File: src/core/adc_conv_pkg.sv
/*
 * Shared constants for the 8-bit successive-approximation converter control:
 * register map, field layout, reset values, timing counts and sequencer states.
 * Assumes a 125 MHz system clock.
 */
package adc_conv_pkg;

    // ------------------------------------------------------------------
    // Clock and timing
    // ------------------------------------------------------------------
    localparam int CLK_PERIOD_PS = 8000;
    localparam int DIV_RATIO     = 4;
    localparam int CONV_TICKS    = 12;
    localparam int SAR_BITS      = 8;
    localparam int LOAD_TICKS    = CONV_TICKS - SAR_BITS;
    localparam int STAB_TIME_NS  = 1000;
    localparam int STAB_CYCLES   = (STAB_TIME_NS * 1000 + CLK_PERIOD_PS - 1) / CLK_PERIOD_PS;

    // ------------------------------------------------------------------
    // Register map (indices; byte address is four times the index)
    // ------------------------------------------------------------------
    localparam logic [7:0] RESULT_IDX = 8'h0a;
    localparam logic [7:0] CSR_IDX    = 8'h0b;

    localparam int DONE_BIT = 7;
    localparam int ON_BIT   = 5;
    localparam int CH_LSB   = 0;
    localparam int CH_W     = 4;

    localparam logic [7:0] CSR_RESET    = 8'h00;
    localparam logic [7:0] RESULT_RESET = 8'h00;

    // ------------------------------------------------------------------
    // Sequencer states
    // ------------------------------------------------------------------
    typedef enum logic [3:0] {
        ST_IDLE = 4'b0001,
        ST_STAB = 4'b0010,
        ST_LOAD = 4'b0100,
        ST_CONV = 4'b1000
    } seq_state_t;

    function automatic logic [7:0] reg_addr(input logic [7:0] idx);
        return {idx[5:0], 2'b00};
    endfunction : reg_addr

endpackage : adc_conv_pkg

File: src/core/adc_tick_div.sv
/*
 * Converter clock enable: one-cycle pulse every DIV system clocks.
 * Assumes i_restart realigns the phase so the first pulse lands DIV clocks later.
 */
`timescale 1ns/10ps
module adc_tick_div #(
    parameter int DIV = 4
) (
    // Clock and reset
    input  wire logic i_clock,
    input  wire logic i_rst,
    // Control
    input  wire logic i_restart,
    input  wire logic i_run,
    // Enable
    output logic      o_tick
);
    localparam int CW = (DIV > 2) ? $clog2(DIV) : 1;
    localparam logic [CW-1:0] LAST = CW'(DIV - 2);

    logic [CW-1:0] count;

    generate
        if (DIV < 2) begin : g_bad_div
            $error("adc_tick_div: DIV must be at least 2");
        end
    endgenerate

    always_ff @(posedge i_clock) begin
        if (i_rst || i_restart || !i_run) begin
            count  <= '0;
            o_tick <= 1'b0;
        end else begin
            count  <= (count == CW'(DIV - 1)) ? '0 : count + 1'b1;
            o_tick <= (count == LAST);
        end
    end

endmodule : adc_tick_div

File: src/core/adc_sar.sv
/*
 * Successive-approximation register: presents trial codes and resolves one
 * bit per step from the comparator decision, MSB first.
 * Assumes i_cmp is high when the held input is at or above the trial level.
 */
`timescale 1ns/10ps
module adc_sar #(
    parameter int W = 8
) (
    // Clock and reset
    input  wire logic         i_clock,
    input  wire logic         i_rst,
    // Sequencing
    input  wire logic         i_start,
    input  wire logic         i_step,
    input  wire logic         i_cmp,
    // Results
    output logic [W-1:0]      o_trial,
    output logic [W-1:0]      o_result,
    output logic              o_valid
);
    logic [W-1:0] mask;
    logic [W-1:0] code;

    generate
        if (W < 2) begin : g_bad_w
            $error("adc_sar: W must be at least 2");
        end
    endgenerate

    // Keep the trial bit when the input reaches it
    assign code = i_cmp ? o_trial : (o_trial & ~mask);

    always_ff @(posedge i_clock) begin
        if (i_rst) begin
            o_trial  <= '0;
            mask     <= '0;
            o_result <= '0;
            o_valid  <= 1'b0;
        end else begin
            o_valid <= 1'b0;
            if (i_start) begin
                o_trial <= {1'b1, {(W-1){1'b0}}};
                mask    <= {1'b1, {(W-1){1'b0}}};
            end else if (i_step && (mask != '0)) begin
                o_trial <= code | (mask >> 1);
                mask    <= mask >> 1;
                if (mask[0]) begin
                    o_result <= code;
                    o_valid  <= 1'b1;
                end
            end
        end
    end

endmodule : adc_sar

File: src/core/adc_conversion_control.sv
/*
 * Converter control: Avalon-MM register slave, load/compute sequencer,
 * comparator synchroniser, done flag and result register.
 * Assumes an external sample-hold, trial DAC and comparator; i_compare is
 * asynchronous, i_halt comes from logic on i_clock.
 */
// Implementation choices: the Avalon-MM register port and the register addresses.
// Functional notes
// - Each result is 8 bits, found by successive approximation on a held sample.
// - Sixteen inputs; the 4-bit channel field picks the converted one.
// - Input at or above high reference yields FFh, no overflow flag.
// - Input at or below low reference yields 00h.
// - Load phase, then 8 approximation cycles with the capacitor disconnected.
// - While on, load and compute phases repeat back to back.
// - A conversion lasts 12 converter clocks; converter clock is system clock over 4.
// - Setting converter_on starts the first conversion, then converts continuously.
// - Each finished conversion sets the done flag; no interrupt.
// - Result register holds until the next conversion finishes.
// - Control write with converter_on set aborts, clears done, restarts.
// - Wait mode leaves the converter running.
// - Halt disables the converter; a settling interval follows wake-up.
// - Clearing converter_on stops conversions and powers the converter down.
// - Control layout: done bit 7, on bit 5, channel 3:0; bits 6, 4 zero.
// - Reading the result or writing control clears the done flag.
// - Channel value n selects analog input n.
// - Result register is read-only and resets to zero.
`timescale 1ns/10ps
module adc_conversion_control
    import adc_conv_pkg::*;
#(
    parameter int STAB_COUNT = STAB_CYCLES
) (
    // Clock and reset
    input  wire logic        i_clock,
    input  wire logic        i_rst,
    // Avalon-MM slave
    input  wire logic [7:0]  i_address,
    input  wire logic        i_read,
    input  wire logic        i_write,
    input  wire logic [31:0] i_writedata,
    input  wire logic [3:0]  i_byteenable,
    output logic [31:0]      o_readdata,
    output logic             o_waitrequest,
    // Low-power control
    input  wire logic        i_halt,
    // Analog front end
    input  wire logic        i_compare,
    output logic [CH_W-1:0]  o_channel,
    output logic             o_sample,
    output logic [7:0]       o_trial_code,
    output logic             o_analog_on
);

    // ------------------------------------------------------------------
    // Declarations
    // ------------------------------------------------------------------
    seq_state_t         state;
    seq_state_t         next_state;
    logic [CH_W-1:0]    channel_select;
    logic               converter_on;
    logic               conv_done;
    logic [7:0]         result_register;
    logic [3:0]         tick_cnt;
    logic [15:0]        stab_cnt;
    logic               cmp_s1;
    logic               cmp_s2;
    logic               cmp_s3;
    logic               cmp_hold;
    logic               next_cmp;
    logic               tick;
    logic               taken;
    logic               csr_wr;
    logic               csr_wr_on;
    logic               res_rd;
    logic               restart;
    logic               load_end;
    logic               conv_end;
    logic               sar_start;
    logic               sar_step;
    logic [7:0]         sar_result;
    logic               sar_valid;
    logic [7:0]         csr_view;

    generate
        if (STAB_COUNT < 1 || STAB_COUNT > 65535) begin : g_bad_stab
            $error("adc_conversion_control: STAB_COUNT must be 1..65535");
        end
    endgenerate

    // ------------------------------------------------------------------
    // Avalon-MM slave: one wait cycle, then the request is taken
    // ------------------------------------------------------------------
    assign taken     = (i_read || i_write) && !o_waitrequest;
    assign csr_wr    = taken && i_write && i_byteenable[0]
                       && (i_address == reg_addr(CSR_IDX));
    assign csr_wr_on = csr_wr && i_writedata[ON_BIT];
    assign res_rd    = taken && i_read && (i_address == reg_addr(RESULT_IDX));
    assign csr_view  = {conv_done, 1'b0, converter_on, 1'b0, channel_select};

    always_ff @(posedge i_clock) begin
        if (i_rst) begin
            o_waitrequest <= 1'b1;
            o_readdata    <= 32'h0000_0000;
        end else if (o_waitrequest && (i_read || i_write)) begin
            o_waitrequest <= 1'b0;
            if (i_address == reg_addr(CSR_IDX)) begin
                o_readdata <= {24'h00_0000, csr_view};
            end else if (i_address == reg_addr(RESULT_IDX)) begin
                o_readdata <= {24'h00_0000, result_register};
            end else begin
                o_readdata <= 32'h0000_0000;
            end
        end else begin
            o_waitrequest <= 1'b1;
        end
    end

    // ------------------------------------------------------------------
    // Control fields
    // ------------------------------------------------------------------
    always_ff @(posedge i_clock) begin
        if (i_rst) begin
            channel_select <= CSR_RESET[CH_LSB +: CH_W];
            converter_on   <= CSR_RESET[ON_BIT];
        end else if (csr_wr) begin
            channel_select <= i_writedata[CH_LSB +: CH_W];
            converter_on   <= i_writedata[ON_BIT];
        end
    end

    assign o_channel = channel_select;

    // Done flag: a finishing conversion wins over a clearing access
    always_ff @(posedge i_clock) begin
        if (i_rst) begin
            conv_done <= CSR_RESET[DONE_BIT];
        end else if (sar_valid) begin
            conv_done <= 1'b1;
        end else if (res_rd || csr_wr) begin
            conv_done <= 1'b0;
        end
    end

    // Read-only result, replaced only when a conversion completes
    always_ff @(posedge i_clock) begin
        if (i_rst) begin
            result_register <= RESULT_RESET;
        end else if (sar_valid) begin
            result_register <= sar_result;
        end
    end

    // ------------------------------------------------------------------
    // Comparator synchroniser: a change counts once stages 2 and 3 agree
    // ------------------------------------------------------------------
    always_ff @(posedge i_clock) begin
        if (i_rst) begin
            cmp_s1   <= 1'b0;
            cmp_s2   <= 1'b0;
            cmp_s3   <= 1'b0;
            cmp_hold <= 1'b0;
        end else begin
            cmp_s1   <= i_compare;
            cmp_s2   <= cmp_s1;
            cmp_s3   <= cmp_s2;
            cmp_hold <= next_cmp;
        end
    end

    assign next_cmp = (cmp_s2 == cmp_s3) ? cmp_s3 : cmp_hold;

    // ------------------------------------------------------------------
    // Sequencer
    // ------------------------------------------------------------------
    // Wait mode has no input here, so it cannot disturb conversions.
    assign load_end  = (state == ST_LOAD) && tick
                       && (tick_cnt == 4'(LOAD_TICKS - 1));
    assign conv_end  = (state == ST_CONV) && tick
                       && (tick_cnt == 4'(SAR_BITS - 1));
    assign restart   = !i_halt && (csr_wr_on
                       || ((state == ST_STAB) && (stab_cnt == 16'd1)));
    assign sar_start = load_end && !restart && !i_halt;
    assign sar_step  = (state == ST_CONV) && tick && !restart && !i_halt;

    always_comb begin
        next_state = state;
        if (i_halt) begin
            next_state = ST_IDLE;
        end else if (csr_wr && !i_writedata[ON_BIT]) begin
            next_state = ST_IDLE;
        end else if (restart) begin
            next_state = ST_LOAD;
        end else begin
            case (state)
                ST_IDLE: next_state = converter_on ? ST_STAB : ST_IDLE;
                ST_STAB: next_state = ST_STAB;
                ST_LOAD: next_state = load_end ? ST_CONV : ST_LOAD;
                ST_CONV: next_state = conv_end ? ST_LOAD : ST_CONV;
                default: next_state = ST_IDLE;
            endcase
        end
    end

    always_ff @(posedge i_clock) begin
        if (i_rst) begin
            state    <= ST_IDLE;
            o_sample <= 1'b0;
        end else begin
            state    <= next_state;
            o_sample <= (next_state == ST_LOAD);
        end
    end

    // Tick count within the current phase
    always_ff @(posedge i_clock) begin
        if (i_rst || restart || load_end || conv_end) begin
            tick_cnt <= 4'h0;
        end else if (tick) begin
            tick_cnt <= tick_cnt + 4'h1;
        end
    end

    // Settling interval after wake-up from halt
    always_ff @(posedge i_clock) begin
        if (i_rst || (state != ST_STAB)) begin
            stab_cnt <= 16'(STAB_COUNT);
        end else if (stab_cnt != 16'd1) begin
            stab_cnt <= stab_cnt - 16'd1;
        end
    end

    always_ff @(posedge i_clock) begin
        if (i_rst) begin
            o_analog_on <= 1'b0;
        end else begin
            o_analog_on <= converter_on && !i_halt;
        end
    end

    // ------------------------------------------------------------------
    // Converter clock and approximation register
    // ------------------------------------------------------------------
    adc_tick_div #(
        .DIV        (DIV_RATIO)
    ) u_tick_div (
        .i_clock    (i_clock),
        .i_rst      (i_rst),
        .i_restart  (restart),
        .i_run      ((state == ST_LOAD) || (state == ST_CONV)),
        .o_tick     (tick)
    );

    // Comparator high on full scale keeps all bits; low clears them.
    adc_sar #(
        .W          (SAR_BITS)
    ) u_sar (
        .i_clock    (i_clock),
        .i_rst      (i_rst),
        .i_start    (sar_start),
        .i_step     (sar_step),
        .i_cmp      (next_cmp),
        .o_trial    (o_trial_code),
        .o_result   (sar_result),
        .o_valid    (sar_valid)
    );

    // ------------------------------------------------------------------
    // Assertions
    // ------------------------------------------------------------------
    logic [7:0] conv_age;

    always_ff @(posedge i_clock) begin
        if (i_rst || restart) begin
            conv_age <= 8'h00;
        end else if (sar_valid) begin
            conv_age <= 8'h01;
        end else if (conv_age != 8'hff) begin
            conv_age <= conv_age + 8'h01;
        end
    end
endmodule : adc_conversion_control

File: config.mk
export PLATFORM = sky130hd
export DESIGN_NAME = adc_conversion_control
export DESIGN_NICKNAME = d
export VERILOG_FILES = /design/src/core/adc_conv_pkg.sv /design/src/core/adc_tick_div.sv /design/src/core/adc_sar.sv /design/src/core/adc_conversion_control.sv
export SDC_FILE = /design/constraint.sdc
export NUM_CORES = 1
export LEC_CHECK = 0
export BUFFER_PORTS_ARGS = -buffer_cell sky130_fd_sc_hd__buf_4
export CORE_ASPECT_RATIO = 0.75
export CORE_MARGIN = 2
export CORE_UTILIZATION = 53
export CTS_CLUSTER_DIAMETER = 100
export DETAILED_ROUTE_END_ITERATION = 6
export GPL_TIMING_DRIVEN = 1
export HOLD_SLACK_MARGIN = 0.12
export PLACE_DENSITY = 0.8
export SKIP_CTS_REPAIR_TIMING = 1
export SYNTH_ARGS = -nofsm -noshare
export SYNTH_HDL_FRONTEND = slang
export SYNTH_SLANG_ARGS = --single-unit
File: constraint.sdc
create_clock -name i_clock -period 2.31 [get_ports i_clock]
set_clock_uncertainty 0.05 [all_clocks]
set_input_delay 0.231 -clock i_clock [delete_from_list [all_inputs] [get_ports i_clock]]
set_output_delay 0.231 -clock i_clock [all_outputs]
set_load 0.02 [all_outputs]
==> impl_results.md <==
* TNS Setup at 0 ns
* Fill count at between 500 and 600
* Leakage at 0.001578 uW
* Hold crit path type: primary input to flip-flop
* CTS root buf: clkbuf_8
* Pins Over Slew Limit at 0
* Slowest CP cell: nor4b_1
* Max incr delay on CP at roughly 0.38 ns
* Yosys warns at 0
* WP data required at 2.48 ns
* First-pass GRT wire length at 12980 um
* Post-synth EDFFs at 0
* Drt wl/cell at about 15 um
* PD cells at 595.0 mW/mm^2
* Synthesized flop and latch total at 81
* CTS sink cnt at 81
* Crit end category: flip-flop
* Synth area leaders: dfxtp_1 43%, a21oi_1 5.6%, buf_4 4.8%
* Die height at around 77 um
* Synth top cells by count: 81 x dfxtp_1, 42 x a21oi_1, 30 x nor2_1, 26 x o21ai_0, 24 x buf_4
* Worst path top cell family by delay: simple AND/OR/NAND/NOR gates
* H-tree levels at 3
* Final wirelength at between 7000 and 8000 um
* Status: finished, final reports clean
* Fraction of registers with async set/reset at 0%
* GRT Util Overall at 20.87%
* Diodes inserted at 0
* Tmin final at 2.037 ns
* Area leader, netlist: dfxtp_1
* Hold path depth at 3
* Layout cells sized above 1 at slightly below 20%
* Post-DP HPWL at 5521 um
* First-pass DRT Iterations at 5
* Clock insertion delay at the later pin of the skew report at 0.37 ns
* Num CTS Buffers at 9
* CTS tree: done
* R2R Setup Slk at 0.27 ns
* Final setup viols at 0
* Die ar. at 0.007759 mm^2
* Crit path kind: flip-flop to flip-flop
* Post-route ant nets at 0
* Worst Max-Slew Pin Slew at 0.7256 ns
* Vias per cell at a little under 6
* Count of different cell masters after synthesis at 61
* Stages on worst setup path at 6
* Net count, final at 499
* Sequential area share after synthesis at 43.32%
* Number of global-route vias before repair at about 2700
* Hold wc startpoint: i_halt
* Worst path bufs/invs at 1
* Area growth syn-to-layout at 13.44%
* Crit-path max FO at 7
* Max Cap Viol at 0
* Worst r2r src: stab_cnt[1]$_SDFFE_PP0P_
* Clock-pin slew on the worst setup and hold paths at about 0.090 ns
* Core Area at slightly below 0.007 mm^2
* Critical Path AT at ~2.2 ns
* Count leader, synth: dfxtp_1
* Final hold vios at 0
* Setup crit start kind: flip-flop
* Via count at just over 3000
* Multi-input logic area at between 0.0015 and 0.002 mm^2
* Highest Clock Rate at 0.4909 GHz
* Worst slew margin at between 50 and 60%
* # DRC at 0
* Synth Area per Inst at around 9.3 um^2
* Top FF cell, synth: dfxtp_1
* Critical-path cell list: inv_1 -> ha_1 -> nor4b_1 -> nand4_1 -> o21ai_2 -> a2111oi_0
* Starting Density at between 50% and 60%
* Cells after DPL at between 500 and 600
* Die width at 101.0 um
* 1st-iter DRT viols at 209
* Hold endpoint: o_analog_on$_SDFF_PP0_
* Rows at 26
* Syn Inst Count at about 400
* Port bufs at between 40 and 50
* Fin cells at 533
* GP Congestion at approximately 0.87
* Top-area cell type share of the netlist area at 43.32%
* Initial antenna violation count at 0
* R2R depth at 6
* Pin count of the biggest net entering global routing at 51
* Grt ovf at 0
* I/O Pins at 97
* RSZ-0062 raised after global routing: no
* FF-to-FF End: tick_cnt[0]$_SDFFE_PP0P_
* Syn Std Cell Area at 0.003744 mm^2
* Final period utilization at 88.18%
* Seq. cell area at 0.001622 mm^2
* IR drop worst, VDD at about 400 uV
* CTS Buffer Depth at 2
[how the worst max path moves through the flow]
stage | end | from
6_report | tick_cnt[0]$_SDFFE_PP0P_ | stab_cnt[1]$_SDFFE_PP0P_
5_1_grt | tick_cnt[0]$_SDFFE_PP0P_ | stab_cnt[1]$_SDFFE_PP0P_
4_1_cts | tick_cnt[0]$_SDFFE_PP0P_ | stab_cnt[1]$_SDFFE_PP0P_
3_5_place_dp | stab_cnt[1]$_SDFFE_PP0P_ | state[3]$_SDFF_PP0_
3_3_place_gp | stab_cnt[1]$_SDFFE_PP0P_ | state[3]$_SDFF_PP0_
2_1_floorplan | tick_cnt[0]$_SDFFE_PP0P_ | stab_cnt[1]$_SDFFE_PP0P_
[worst min-delay path, delay by kind of cell]
family | cells | cell delay (ns)
buf+inv | 1 | 0.10
simple gates | 2 | 0.22
[per-layer routing]
metal,wire length [um],up-vias,GRT usage [%]
met5,0,-,0
met3,479,7,6.837
met2,3579,100,30.20
li1,-,1523,-
met1,3809,1481,30.21
met4,67,0,4.595
[stage by stage]
stage | util, % | total power [uW] | cell area, um^2 | hold WS, ns | setup WS (ns)
floorplan | - | 1535 | 3830 | 0.3092 | 0.5938
detailed placement | 58.64 | 1544 | 4006 | 0.3936 | 0.3531
CTS | 61.43 | 2539 | 4197 | 0.006401 | 0.2790
global placement | 58.64 | 1543 | 4006 | 0.3879 | 0.4032
global route | 62.16 | 2628 | 4247 | 0.1811 | 0.1070
finish | 62.16 | 2527 | 4247 | 0.1846 | 0.2729
[sequential cells by signal (all words and copies together) (netlist names), 2 cells and up]
name / cells
u_sar.o_result: 8
u_tick_div.count: 2
u_sar.o_trial: 8
result_register: 8
tick_cnt: 4
u_sar.mask: 8
state: 4
o_readdata: 8
o_channel: 4
stab_cnt: 16
[cell families after synthesis]
kind of cell	count (synthesis)	share of synthesized area [%]
AND/OR/NAND/NOR	116	19.49
AO/OA/AOI/OAI	114	19.18
multiplexers	22	6.116
buffers and inverters	60	8.924
adder cells (fa/ha/maj)	6	1.939
XOR/XNOR	4	0.9360
flip-flops	81	43.32
other	1	0.1002
[area by class of cell]
cell class,count,share of cell area [%]
flip-flops and latches,81,38.19
clock inverters,7,1.562
clock buffers,9,2.917
inverters,14,1.237
multi-input cells,286,44.14
repair buffers,52,9.487
well taps,84,2.475
[layout by cell type (no fill, tap or decap), types with 3 or more instances in the layout]
master,n
a21oi_1,42
o2111ai_1,6
nor3_1,5
inv_6,5
or3_1,6
xor2_1,3
a31oi_1,3
mux2_2,7
dfxtp_1,81
nor2_1,30
nand2_1,9
nand3_1,12
dlygate4sd3_1,5
nand2b_1,3
nor4_1,4
o31ai_1,7
ha_1,5
nand3b_1,3
nand4_1,4
clkbuf_8,9
or4_1,8
o41ai_1,6
o211ai_1,3
buf_4,47
a22oi_1,6
or2_2,4
mux2i_1,15
conb_1,24
nor2b_1,4
o21ai_0,26
and3_1,3
inv_1,14
and2_1,3
[where the power goes]
part	total (uW)	internal (uW)	switching [uW]	leakage [uW]
Combinational	118	38.7	79.5	0.000826
Sequential	1400	1400	2.77	0.000653
Clock	1010	424	583	0.0000995
Total	2530	1860	665	0.00158
Power figures use the tool's default switching activity.
